## config.mk

```make
export PLATFORM = sky130hd
export DESIGN_NAME = usc_uart
export DESIGN_NICKNAME = d
export VERILOG_FILES = /design/src/logic/usc_rxbuf.v /design/src/logic/usc_tick.v /design/src/logic/usc_uart.v
export VERILOG_INCLUDE_DIRS = /design/src /design/src/logic
export SDC_FILE = /design/constraint.sdc
export NUM_CORES = 1
export LEC_CHECK = 0
export BUFFER_PORTS_ARGS = -buffer_cell sky130_fd_sc_hd__clkbuf_2
export CAP_MARGIN = 25
export CORE_UTILIZATION = 55
export CTS_BUF_LIST = sky130_fd_sc_hd__clkbuf_4
export CTS_CLUSTER_DIAMETER = 80
export DETAILED_ROUTE_END_ITERATION = 7
export PLACE_DENSITY = 0.79
export SLEW_MARGIN = 40
export SYNTH_ARGS = -nofsm -noshare
export SYNTH_HDL_FRONTEND = slang
export SYNTH_SLANG_ARGS = --single-unit
```

## constraint.sdc

```tcl
create_clock -name pclk -period 3.35 [get_ports pclk]
set_input_delay 1.005 -clock pclk [delete_from_list [all_inputs] [get_ports pclk]]
set_output_delay 1.005 -clock pclk [all_outputs]
set_load 0.02 [all_outputs]
```

## src/logic/usc_map.vh

```
// offsets, fields, reset values and timing counts of the uart block
// assumes a 32-bit apb slave, one register per aligned word
// Operation
// - idle invert sets output idle level only with encoder on
// - send break makes next frame start, twelve zeros, then stop
// - hardware clears send break after the break frame
// - tx enable with port enable gives the pin to the port, else gpio
// - clearing tx enable aborts sending and empties the buffer
// - read-only buffer-full flag shows no room for another character
// - shift-empty flag is one only when shifter and buffer are both empty
// - shift-empty reads zero while a character shifts or waits
// - rx mode 11 interrupts when a transfer makes the buffer hold four
// - rx mode 10 interrupts when a transfer leaves three characters
// - rx mode 0x interrupts on every transfer into the receive buffer
`ifndef USC_MAP_VH
`define USC_MAP_VH
// ----------------------------------------------------------------
// offsets
// ----------------------------------------------------------------
`define USC_OFS_STA      12'h000
`define USC_OFS_TXDATA   12'h004
`define USC_OFS_RXDATA   12'h008
`define USC_OFS_IRQ_STAT 12'h00c
`define USC_OFS_IRQ_MASK 12'h010
`define USC_OFS_CTRL     12'h014
// ----------------------------------------------------------------
// status/control fields
// ----------------------------------------------------------------
`define USC_B_TXI_HI  15
`define USC_B_TXINV   14
`define USC_B_TXI_LO  13
`define USC_B_BRK     11
`define USC_B_TXEN    10
`define USC_B_TXBF    9
`define USC_B_TX_SHIFT_EMPTY    8
`define USC_B_RXI_HI  7
`define USC_B_RXI_LO  6
`define USC_B_ADDRESS_DETECT_ENABLE   5
`define USC_B_RECEIVER_IDLE   4
`define USC_B_PARITY_ERROR    3
`define USC_B_FRAMING_ERROR    2
`define USC_B_OVERRUN_ERROR    1
`define USC_B_RXDA    0
`define USC_STA_RESET 16'h0110
// ctrl register bits
`define USC_B_PEN     0
`define USC_B_INFRARED_ENCODER_ON    1
// irq status bits
`define USC_I_TX      0
`define USC_I_RX      1
// ----------------------------------------------------------------
// timing
// ----------------------------------------------------------------
`define USC_CLK_HZ    100000000
`define USC_BAUD      115200
`define USC_BIT_CYC   (`USC_CLK_HZ / `USC_BAUD)
`define USC_BRK_ZEROS 12
`endif

```

## src/logic/usc_rxbuf.v

```verilog
// four-deep receive character buffer with fill count
// assumes one pusher and one popper
`timescale 1ns/10ps
module usc_rxbuf #(
    parameter DEPTH = 4
) (
    input  wire       pclk,
    input  wire       presetn,
    input  wire       push,
    input  wire [7:0] push_data,
    input  wire       pop,
    output wire [7:0] head,
    output reg  [2:0] count,
    output wire       full
);
    reg [7:0] mem [0:DEPTH-1];
    reg [1:0] wp, rp;
    wire do_push = push & ~full;
    wire do_pop  = pop & (count != 3'h0);
    assign full = (count == DEPTH[2:0]);
    assign head = mem[rp];
    always @(posedge pclk) begin
        if (do_push) begin
            mem[wp] <= push_data;
        end
    end
    always @(posedge pclk or negedge presetn) begin
        if (!presetn) begin
            wp    <= 2'h0;
            rp    <= 2'h0;
            count <= 3'h0;
        end else begin
            if (do_push) begin
                wp <= wp + 2'h1;
            end
            if (do_pop) begin
                rp <= rp + 2'h1;
            end
            count <= count + {2'h0, do_push} - {2'h0, do_pop};
        end
    end
endmodule // usc_rxbuf

```

## src/logic/usc_tick.v

```verilog
// bit-rate enable divider
// assumes one clock; clr restarts a full bit
`timescale 1ns/10ps
module usc_tick #(
    parameter DIV = 868
) (
    input  wire pclk,
    input  wire presetn,
    input  wire clr,
    output reg  tick
);
    reg [15:0] cnt;
    always @(posedge pclk or negedge presetn) begin
        if (!presetn) begin
            cnt  <= 16'h0000;
            tick <= 1'b0;
        end else if (clr) begin
            cnt  <= 16'h0001;
            tick <= 1'b0;
        end else if (cnt == DIV[15:0] - 16'h0001) begin
            cnt  <= 16'h0000;
            tick <= 1'b1;
        end else begin
            cnt  <= cnt + 16'h0001;
            tick <= 1'b0;
        end
    end
endmodule // usc_tick

```

## src/logic/usc_uart.v

```verilog
// uart status/control with transmitter, receiver and apb slave
// assumes apb on pclk; serial input synchronous
`timescale 1ns/10ps
`include "usc_map.vh"
module usc_uart #(
    parameter BIT_CYC  = `USC_BIT_CYC,
    parameter TX_DEPTH = 4
) (
    input  wire        pclk,
    input  wire        presetn,
    input  wire        psel,
    input  wire        penable,
    input  wire        pwrite,
    input  wire [11:0] paddr,
    input  wire [31:0] pwdata,
    output reg  [31:0] prdata,
    output wire        pready,
    output wire        pslverr,
    input  wire        serial_in_pin,
    input  wire        gpio_out,
    output wire        serial_out_pin,
    output wire        irq
);
    // ----------------------------------------------------------------
    // bus decode
    // ----------------------------------------------------------------
    wire acc   = psel & penable;
    wire wr    = acc & pwrite;
    wire rd    = acc & ~pwrite;
    wire hit_sta  = (paddr == `USC_OFS_STA);
    wire hit_txd  = (paddr == `USC_OFS_TXDATA);
    wire hit_rxd  = (paddr == `USC_OFS_RXDATA);
    wire hit_ist  = (paddr == `USC_OFS_IRQ_STAT);
    wire hit_imk  = (paddr == `USC_OFS_IRQ_MASK);
    wire hit_ctl  = (paddr == `USC_OFS_CTRL);
    wire mapped   = hit_sta | hit_txd | hit_rxd | hit_ist | hit_imk | hit_ctl;
    assign pready  = 1'b1;
    assign pslverr = acc & ~mapped;

    // ----------------------------------------------------------------
    // control bits
    // ----------------------------------------------------------------
    reg [1:0] tx_irq_mode;
    reg       tx_idle_invert;
    reg       send_break;
    reg       tx_enable;
    reg [1:0] rx_irq_mode;
    reg       address_detect_enable, overrun_error;
    reg       port_enable, infrared_encoder_on;
    reg [1:0] irq_stat, irq_mask;

    // ----------------------------------------------------------------
    // transmit buffer
    // ----------------------------------------------------------------
    reg [7:0] tx_mem [0:TX_DEPTH-1];
    reg [1:0] tx_wp, tx_rp;
    reg [2:0] tx_cnt;
    wire tx_buffer_full = (tx_cnt == TX_DEPTH[2:0]);

    // transmitter states
    localparam [3:0] S_IDLE  = 4'b0001;
    localparam [3:0] S_START = 4'b0010;
    localparam [3:0] S_DATA  = 4'b0100;
    localparam [3:0] S_STOP  = 4'b1000;
    reg [3:0] tx_state;
    reg [7:0] tx_shift_register;
    reg [3:0] tx_bits;
    reg       tx_is_break, tx_line;
    wire      tx_tick;
    wire      tx_busy = ~tx_state[0];
    wire      tx_load = tx_enable & port_enable & tx_state[0] & (tx_cnt != 3'h0);
    wire      tx_done = tx_state[3] & tx_tick;
    wire      tx_shift_empty = ~tx_busy & (tx_cnt == 3'h0);
    wire      tx_push = wr & hit_txd & tx_enable & ~tx_buffer_full;

    usc_tick #(
        .DIV     (BIT_CYC)
    ) u_txtick (
        .pclk    (pclk),
        .presetn (presetn),
        .clr     (tx_state[0]),
        .tick    (tx_tick)
    );

    always @(posedge pclk) begin
        if (tx_push) begin
            tx_mem[tx_wp] <= pwdata[7:0];
        end
    end

    always @(posedge pclk or negedge presetn) begin
        if (!presetn) begin
            tx_wp             <= 2'h0;
            tx_rp             <= 2'h0;
            tx_cnt            <= 3'h0;
            tx_state          <= S_IDLE;
            tx_shift_register <= 8'h00;
            tx_bits           <= 4'h0;
            tx_is_break       <= 1'b0;
            tx_line           <= 1'b1;
        end else if (!tx_enable) begin
            tx_wp    <= 2'h0;
            tx_rp    <= 2'h0;
            tx_cnt   <= 3'h0;
            tx_state <= S_IDLE;
            tx_line  <= 1'b1;
        end else begin
            if (tx_push) begin
                tx_wp <= tx_wp + 2'h1;
            end
            if (tx_load) begin
                tx_rp <= tx_rp + 2'h1;
            end
            tx_cnt <= tx_cnt + {2'h0, tx_push} - {2'h0, tx_load};
            case (tx_state)
                S_IDLE: begin
                    if (tx_load) begin
                        tx_is_break       <= send_break;
                        tx_shift_register <= send_break ? 8'h00 : tx_mem[tx_rp];
                        tx_state          <= S_START;
                        tx_line           <= 1'b0;
                    end
                end
                S_START: begin
                    if (tx_tick) begin
                        tx_state <= S_DATA;
                        tx_bits  <= 4'h0;
                        tx_line  <= tx_shift_register[0];
                    end
                end
                S_DATA: begin
                    if (tx_tick) begin
                        if (tx_is_break ? (tx_bits == 4'd11) : (tx_bits == 4'd7)) begin
                            tx_state <= S_STOP;
                            tx_line  <= 1'b1;
                        end else begin
                            tx_bits           <= tx_bits + 4'h1;
                            tx_shift_register <= {1'b0, tx_shift_register[7:1]};
                            tx_line           <= tx_is_break ? 1'b0 : tx_shift_register[1];
                        end
                    end
                end
                S_STOP: begin
                    if (tx_tick) begin
                        tx_state <= S_IDLE;
                    end
                end
                default: begin
                    tx_state <= S_IDLE;
                end
            endcase
        end
    end

    wire idle_flip = infrared_encoder_on & tx_idle_invert;
    assign serial_out_pin = (tx_enable & port_enable) ? (tx_line ^ idle_flip) : gpio_out;

    // ----------------------------------------------------------------
    // receiver
    // ----------------------------------------------------------------
    localparam [2:0] R_IDLE = 3'b001;
    localparam [2:0] R_DATA = 3'b010;
    localparam [2:0] R_STOP = 3'b100;
    reg  [2:0] rx_state;
    reg  [7:0] rx_shift_register;
    reg  [3:0] rx_bits;
    reg  [15:0] rx_cnt;
    reg        framing_error, rx_push;
    wire [7:0] rx_head;
    wire [2:0] rx_count;
    wire       rx_full;
    wire       receiver_idle = rx_state[0];
    wire       rx_data_available = (rx_count != 3'h0);
    wire       rx_pop = rd & hit_rxd;
    wire [15:0] half_cyc = BIT_CYC[16:1];

    usc_rxbuf #(
        .DEPTH     (4)
    ) u_rxbuf (
        .pclk      (pclk),
        .presetn   (presetn),
        .push      (rx_push),
        .push_data (rx_shift_register),
        .pop       (rx_pop),
        .head      (rx_head),
        .count     (rx_count),
        .full      (rx_full)
    );

    always @(posedge pclk or negedge presetn) begin
        if (!presetn) begin
            rx_state          <= R_IDLE;
            rx_shift_register <= 8'h00;
            rx_bits           <= 4'h0;
            rx_cnt            <= 16'h0000;
            framing_error     <= 1'b0;
            rx_push           <= 1'b0;
        end else begin
            rx_push <= 1'b0;
            case (rx_state)
                R_IDLE: begin
                    rx_bits <= 4'h0;
                    if (port_enable & ~serial_in_pin) begin
                        rx_state <= R_DATA;
                        rx_cnt   <= BIT_CYC[15:0] + half_cyc;
                    end
                end
                R_DATA: begin
                    if (rx_cnt == 16'h0000) begin
                        rx_shift_register <= {serial_in_pin, rx_shift_register[7:1]};
                        rx_cnt            <= BIT_CYC[15:0] - 16'h0001;
                        rx_bits           <= rx_bits + 4'h1;
                        if (rx_bits == 4'h7) begin
                            rx_state <= R_STOP;
                        end
                    end else begin
                        rx_cnt <= rx_cnt - 16'h0001;
                    end
                end
                R_STOP: begin
                    if (rx_cnt == 16'h0000) begin
                        framing_error <= ~serial_in_pin;
                        rx_push       <= 1'b1;
                        rx_state      <= R_IDLE;
                    end else begin
                        rx_cnt <= rx_cnt - 16'h0001;
                    end
                end
                default: begin
                    rx_state <= R_IDLE;
                end
            endcase
        end
    end

    // ----------------------------------------------------------------
    // interrupt events
    // ----------------------------------------------------------------
    wire rx_take = rx_push & ~rx_full;
    reg  rx_event, tx_event;
    always @* begin
        case (rx_irq_mode)
            2'b11: rx_event = rx_take & (rx_count == 3'h3) & ~rx_pop;
            2'b10: rx_event = rx_take & (rx_count == (rx_pop ? 3'h3 : 3'h2));
            default: rx_event = rx_take;
        endcase
    end
    always @* begin
        case (tx_irq_mode)
            2'b10:   tx_event = tx_load & (tx_cnt == 3'h1) & ~tx_push;
            2'b01:   tx_event = tx_done & (tx_cnt == 3'h0) & ~tx_push;
            2'b00:   tx_event = tx_load;
            default: tx_event = 1'b0;
        endcase
    end
    assign irq = |(irq_stat & irq_mask);

    // ----------------------------------------------------------------
    // register writes
    // ----------------------------------------------------------------
    always @(posedge pclk or negedge presetn) begin
        if (!presetn) begin
            tx_irq_mode           <= 2'b00;
            tx_idle_invert        <= 1'b0;
            send_break            <= 1'b0;
            tx_enable             <= 1'b0;
            rx_irq_mode           <= 2'b00;
            address_detect_enable <= 1'b0;
            overrun_error         <= 1'b0;
            port_enable           <= 1'b0;
            infrared_encoder_on   <= 1'b0;
            irq_stat              <= 2'b00;
            irq_mask              <= 2'b00;
        end else begin
            if (wr & hit_sta) begin
                tx_irq_mode           <= {pwdata[`USC_B_TXI_HI], pwdata[`USC_B_TXI_LO]};
                tx_idle_invert        <= pwdata[`USC_B_TXINV];
                tx_enable             <= pwdata[`USC_B_TXEN];
                rx_irq_mode           <= {pwdata[`USC_B_RXI_HI], pwdata[`USC_B_RXI_LO]};
                address_detect_enable <= pwdata[`USC_B_ADDRESS_DETECT_ENABLE];
                send_break            <= pwdata[`USC_B_BRK];
                if (!pwdata[`USC_B_OVERRUN_ERROR]) begin
                    overrun_error <= 1'b0;
                end
            end else if (tx_done & tx_is_break) begin
                send_break <= 1'b0;
            end
            if (rx_push & rx_full) begin
                overrun_error <= 1'b1;
            end
            if (wr & hit_ctl) begin
                port_enable         <= pwdata[`USC_B_PEN];
                infrared_encoder_on <= pwdata[`USC_B_INFRARED_ENCODER_ON];
            end
            if (wr & hit_imk) begin
                irq_mask <= pwdata[1:0];
            end
            // set wins over write-one-to-clear
            irq_stat <= ((wr & hit_ist) ? (irq_stat & ~pwdata[1:0]) : irq_stat)
                        | {rx_event, tx_event};
        end
    end

    // ----------------------------------------------------------------
    // read data
    // ----------------------------------------------------------------
    wire [15:0] sta_word = {tx_irq_mode[1], tx_idle_invert, tx_irq_mode[0], 1'b0,
                            send_break, tx_enable,
                            tx_buffer_full, tx_shift_empty,
                            rx_irq_mode, address_detect_enable, receiver_idle,
                            1'b0, framing_error, overrun_error, rx_data_available};
    always @(posedge pclk or negedge presetn) begin
        if (!presetn) begin
            prdata <= 32'h0000_0000;
        end else if (psel & ~penable & ~pwrite) begin
            case (paddr)
                `USC_OFS_STA:      prdata <= {16'h0000, sta_word};
                `USC_OFS_RXDATA:   prdata <= {24'h000000, rx_head};
                `USC_OFS_IRQ_STAT: prdata <= {30'h0, irq_stat};
                `USC_OFS_IRQ_MASK: prdata <= {30'h0, irq_mask};
                `USC_OFS_CTRL:     prdata <= {30'h0, infrared_encoder_on, port_enable};
                default:           prdata <= 32'h0000_0000;
            endcase
        end
    end
endmodule // usc_uart

```

==> results of run 1 <==
cells in the mapped netlist (6+ instances only):
library cell	number
nand2_1	51
and2_1	13
mux4_2	16
edfxtp_1	64
a21oi_1	21
mux2i_1	6
or3_1	6
nand3b_1	7
ha_1	19
clkbuf_1	20
nor3_1	21
xnor2_1	12
inv_1	27
o31ai_1	8
nor3b_1	7
a22o_1	13
nand3_1	24
mux2_2	24
buf_4	18
nor2_1	63
dfrtp_1	109
xor2_1	19
o21ai_0	33
and3_1	11
state kept, by name, indices dropped and copies added (netlist names), 2 cells and up:
name,count
tx_mem,32
u_rxbuf.mem,32
rx_cnt,16
u_txtick.cnt,16
prdata,15
rx_shift_register,8
tx_shift_register,8
rx_bits,4
tx_bits,4
tx_state,4
rx_state,3
tx_cnt,3
u_rxbuf.count,3
irq_mask,2
irq_stat,2
rx_irq_mode,2
tx_irq_mode,2
tx_rp,2
tx_wp,2
u_rxbuf.rp,2
u_rxbuf.wp,2
per-stage QoR:
step	power [W]	setup slack, ns	cells
floorplan	0.00238	0.0111	724
global placement	0.00245	0.118	925
detailed placement	0.00246	0.0540	925
CTS	0.00370	0.256	957
global route	0.00380	0.171	957
finish	0.00368	0.256	957
worst max-delay path: cells and delay by family:
family / cells / cell delay [ns]
compound gates: 1 / 0.18
buf+inv: 3 / 0.42
simple gates: 3 / 0.49
worst max-delay path by stage:
stage | start | to | slack, ns
6_report | paddr[7] | pslverr | 0.26
5_1_grt | paddr[1] | pslverr | 0.17
4_1_cts | paddr[7] | pslverr | 0.26
3_5_place_dp | paddr[7] | tx_cnt[2]$_DFF_PN0_ | 0.05
3_3_place_gp | paddr[7] | tx_cnt[2]$_DFF_PN0_ | 0.12
2_1_floorplan | paddr[3] | tx_cnt[2]$_DFF_PN0_ | 0.01
power by group:
group / switching (W) / internal [W] / total [W] / leakage (nW)
combinational: 0.000112 / 0.0000471 / 0.000159 / 1.56
sequential: 0.0000103 / 0.00224 / 0.00225 / 1.97
clock: 0.000787 / 0.000479 / 0.00127 / 0.161
cell type report:
class,count,share of cell area
clock buffer,18,0.0148
clock inverter,14,0.0183
inverter,28,0.0115
multi-input combinational,472,0.369
sequential,176,0.519
tap,184,0.0253
timing repair buffer,65,0.0418
kinds of logic after synthesis:
group / after synthesis / synth area share
AO/OA/AOI/OAI: 110 / 0.0876
XOR/XNOR: 31 / 0.0324
adder cells (fa/ha/maj): 21 / 0.0331
buffers and inverters: 76 / 0.0443
flip-flops: 176 / 0.564
multiplexers: 46 / 0.0824
other: 2 / 0.000896
AND/OR/NAND/NOR: 246 / 0.155
layer usage:
layer | part of all wire | wire length (um)
met1 | 0.44 | 7330
met2 | 0.50 | 8440
met3 | 0.046 | 774
met4 | 0.013 | 226
met5 | 0 | 0
==> results.toml, run 1 <==
[die]
die-width_um = 125
core_area_mm2 = 0.0147
num_io_pins = 87
dieArea_mm2 = 0.0157
rows = 44
initial_utilization = 0.570
die-height_um = 125

[power]
irDropWorstVdd_v = 0.000309
p_leak_nw = 3.69
power_density_mw_per_mm2 = 404

[job]
maxCapViolations = 0

[global_route]
grt_max_degree = 53
grt-ovfl-total = 0
grtUsageMet1 = 0.300
grt-busiest-layer = "met2"
grt_pass1_wl_um = 28000
grt_pass1_vias = 5655
gr-usage-met2 = 0.380
grt_usage = 0.228
use_met3 = 0.0501
antenna_found_initial = 0

[sta]
post-route-min-period_ns = 3.09
max_slew_margin = 0.533
finalSetupTns_ns = 0
clock-skew-final_ns = 0.0254
drv_slew = 0
setup_violations = 0
whs_ns = 0.427
worst_pin_slew_ns = 0.700
finalHoldViolCount = 0
final.period_utilization = 0.924
max_freq_mhz = 323
rsz0062_at_grt = "false"

[layout]
final_common_cell = "dfrtp_1"
multi_input_area_mm2 = 0.00336
fin_util = 0.620
fillers = 1155
num_antenna_cells = 0
area.sequential_mm2 = 0.00473
drive_above_1_share = 0.203
layout_common_cells = "dfrtp_1 (109), edfxtp_1 (64), nor2_1 (63)"
nets = 832
final_area_mm2 = 0.00911
syn_to_final_growth_pct = 8.59

[drt]
viasPerCell = 5.87
vias = 5617
drcViolationCount = 5
initialDrtViolationCount = 343
first_pass_iters = 7
wl_per_cell_um = 17.5
postRouteAntennaNets = 0
routed_wl_um = 16800

[synth]
ys_warn_count = 0
synthCells = 708
synth_cell_types = 75
ys_async_sr_fraction = 0.636
synth_top_area_cell = "dfrtp_1"
synth_top_area_share = 0.325
synth_area_leaders = "dfrtp_1 (33%), edfxtp_1 (23%), mux4_2 (4.3%)"
synth_edf_count = 64
synth_area_per_cell_um2 = 11.8
syn_area_mm2 = 0.00839
synth_ff_type = "dfrtp_1"
ys_seq_area_frac = 0.564
ys_ff_latch = 176

[clock_tree]
cts_resized = 0
root_buffer = "clkbuf_4"
clkLatencyLatePin_ns = 0.57
postCtsSetupBuffers = 0
path_clk_slew_ns = 0.15
cts_tree = "done"
htreeDepth = 4
cts.path.max_buffers = 2
cts_buffers = 17
clock_sinks = 176
cts_hold_buffers = 0

[place]
dp_hpwl_um = 12000
io_buffers = 49
place.gp.congestion = 0.839
placed_area_mm2 = 0.00880

[critical_path]
crit_path_top_delay_cell = "nor4_4"
reg2reg_from = "rx_cnt[0]$_DFFE_PN0P_"
cp.arrival_ns = 2.09
worstSetupEndpointType = "output pin"
rrSetupSlack_ns = 0.68
cpMostUsedCell = "clkbuf_2"
crit_chain = "clkbuf_2 > nor4_4 > buf_4 > nand3_1 > a21oi_1 > nor2_1 > clkbuf_2"
crit_fanout = 4
timing.rr.end = "rx_bits[3]$_DFFE_PN0P_"
required_ns = 2.34
cp_slowest_stage_delay_ns = 0.29
start_kind = "input pin"
r2r_cells = 7
setup.worst_path.class = "in2out"

[min_path]
hp-class = "in2async"

[status]
violations = "DRC"
status = "complete, but fails checks"
Power figures use the tool's default switching activity.
==> inputs of run 2 (changes only) <==
Settings changed: CORE_UTILIZATION 55 to 23, PLACE_DENSITY 0.79 to 0.42, RECOVER_POWER from default to 25, SLEW_MARGIN 40 to 20.
==> results.toml, run 2 (same netlist as run 1, synthesis figures left out) <==
[status]
status = "complete, but fails checks"
violations = "DRC, capacitance limit, slew limit"

[drt]
wl_per_cell_um = 15.0
postRouteAntennaNets = 0
viasPerCell = 4.34
drcViolationCount = 4
routed_wl_um = 18600
vias = 5385
initialDrtViolationCount = 273
first_pass_iters = 7

[die]
initial_utilization = 0.235
die-height_um = 193
core_area_mm2 = 0.0357
num_io_pins = 87
die-width_um = 193
dieArea_mm2 = 0.0372
rows = 69

[clock_tree]
cts_tree = "done"
cts.path.max_buffers = 2
clkLatencyLatePin_ns = 0.58
cts_hold_buffers = 0
cts_resized = 0
postCtsSetupBuffers = 0
clock_sinks = 176
htreeDepth = 4
path_clk_slew_ns = 0.15
cts_buffers = 17
root_buffer = "clkbuf_4"

[sta]
clock-skew-final_ns = 0.0196
worst_pin_slew_ns = 1.82
max_slew_margin = -0.210
setup_violations = 0
final.period_utilization = 0.886
fin_ws_ns = 0.383
rsz0062_at_grt = "false"
finalSetupTns_ns = 0
post-route-min-period_ns = 2.97
finalHoldViolCount = 0
max_freq_mhz = 337
drv_slew = 69

[critical_path]
worstSetupEndpointType = "output pin"
crit_fanout = 4
cpMostUsedCell = "clkbuf_2"
crit_chain = "clkbuf_2 > nor4_4 > buf_4 > nand3_1 > a21oi_1 > nor2_1 > clkbuf_2"
crit_path_top_delay_cell = "nor4_4"
setup.worst_path.class = "in2out"
crit_family = "buffers and inverters"
start_kind = "input pin"
cp.depth = 7
required_ns = 2.34
r2r_cells = 12
cp.arrival_ns = 1.96
critPathBufInv = 3
cp_slowest_stage_delay_ns = 0.27

[global_route]
grt_max_degree = 69
grt_pass1_vias = 5305
antenna_found_initial = 0
grt_pass1_wl_um = 29900
grt-ovfl-total = 0
grt_usage = 0.105

[layout]
reg_top3 = "tx_mem x32, u_rxbuf.mem x32"
final_common_cell = "dfrtp_1"
num_antenna_cells = 0
layout_common_cells = "dfrtp_1 (109), edfxtp_1 (64), nor2_1 (63)"
syn_to_final_growth_pct = 12.8
drive_above_1_share = 0.201
nets = 840

[place]
place.gp.congestion = 0.739
dp_hpwl_um = 13200
dp_slack_ns = 0.0528
io_buffers = 49

[power]
p_leak_nw = 3.70
power_density_mw_per_mm2 = 384
irDropWorstVdd_v = 0.000191

[job]
maxCapViolations = 1

[min_path]
holdPathStages = 2
hp-class = "reg2reg"
run 2: cell types whose count changed in the layout (fill, tap and decap cells not counted), moves of 2 or more:
cell      previous run  this run
buf_4               16        23
clkbuf_1             0         7
clkbuf_2            48        43
clkinv_4             0         2
run 2: tightest hold or removal path: stages, from the launching register on:
cell and delay, ns:
dfrtp_1 0.38, nand2_1 0.05, nand2_1 0.05
run 2: cell type report:
type                    count  area, um2
fillers                  3804      26300
flip-flops and latches    176       4730
multi-input cells         472       3360
well taps                 461        577
repair buffers             73        414
clock inverters            15        146
clock buffers              17        128
inverters                  28        105
run 2: power by group:
part,internal [W],switching (W)
clock network,0.000393,0.000830
logic,0.0000442,0.000110
registers,0.00224,0.0000140
total,0.00268,0.000955
run 2: path summary, 6_finish.rpt:
path                                        from                          endpoint  slack [ns]
setup / recovery                        paddr[7]                           pslverr        0.38
hold / removal             prdata[3]$_DFFE_PN0P_             prdata[3]$_DFFE_PN0P_        0.49
setup reg to reg             tx_cnt[1]$_DFF_PN0_               tx_cnt[2]$_DFF_PN0_        0.77
hold reg to reg            prdata[3]$_DFFE_PN0P_             prdata[3]$_DFFE_PN0P_        0.49
max in group asynchronous                presetn  rx_shift_register[4]$_DFFE_PN0P_        1.24
min in group asynchronous                presetn            tx_bits[2]$_DFFE_PN0P_        0.54
run 2: metal layers:
metal | vias up | global-route usage | share of wire
met3 | 11 | 0.0273 | 0.026
met5 | - | 0 | 0
met4 | 0 | 0.0192 | 0.0083
met1 | 2684 | 0.142 | 0.48
li1 | 2649 | - | -
met2 | 41 | 0.171 | 0.49
run 2: per-stage QoR:
step                hold WS, ns  total power, W  cells  area, um2   util
floorplan                 0.463         0.00238    724       8450      -
global placement          0.457         0.00246   1210       9210  0.258
detailed placement        0.469         0.00246   1210       9210  0.258
CTS                       0.397         0.00371   1242       9490  0.265
global route              0.536         0.00381   1242       9460  0.265
finish                    0.493         0.00363   1242       9460  0.265
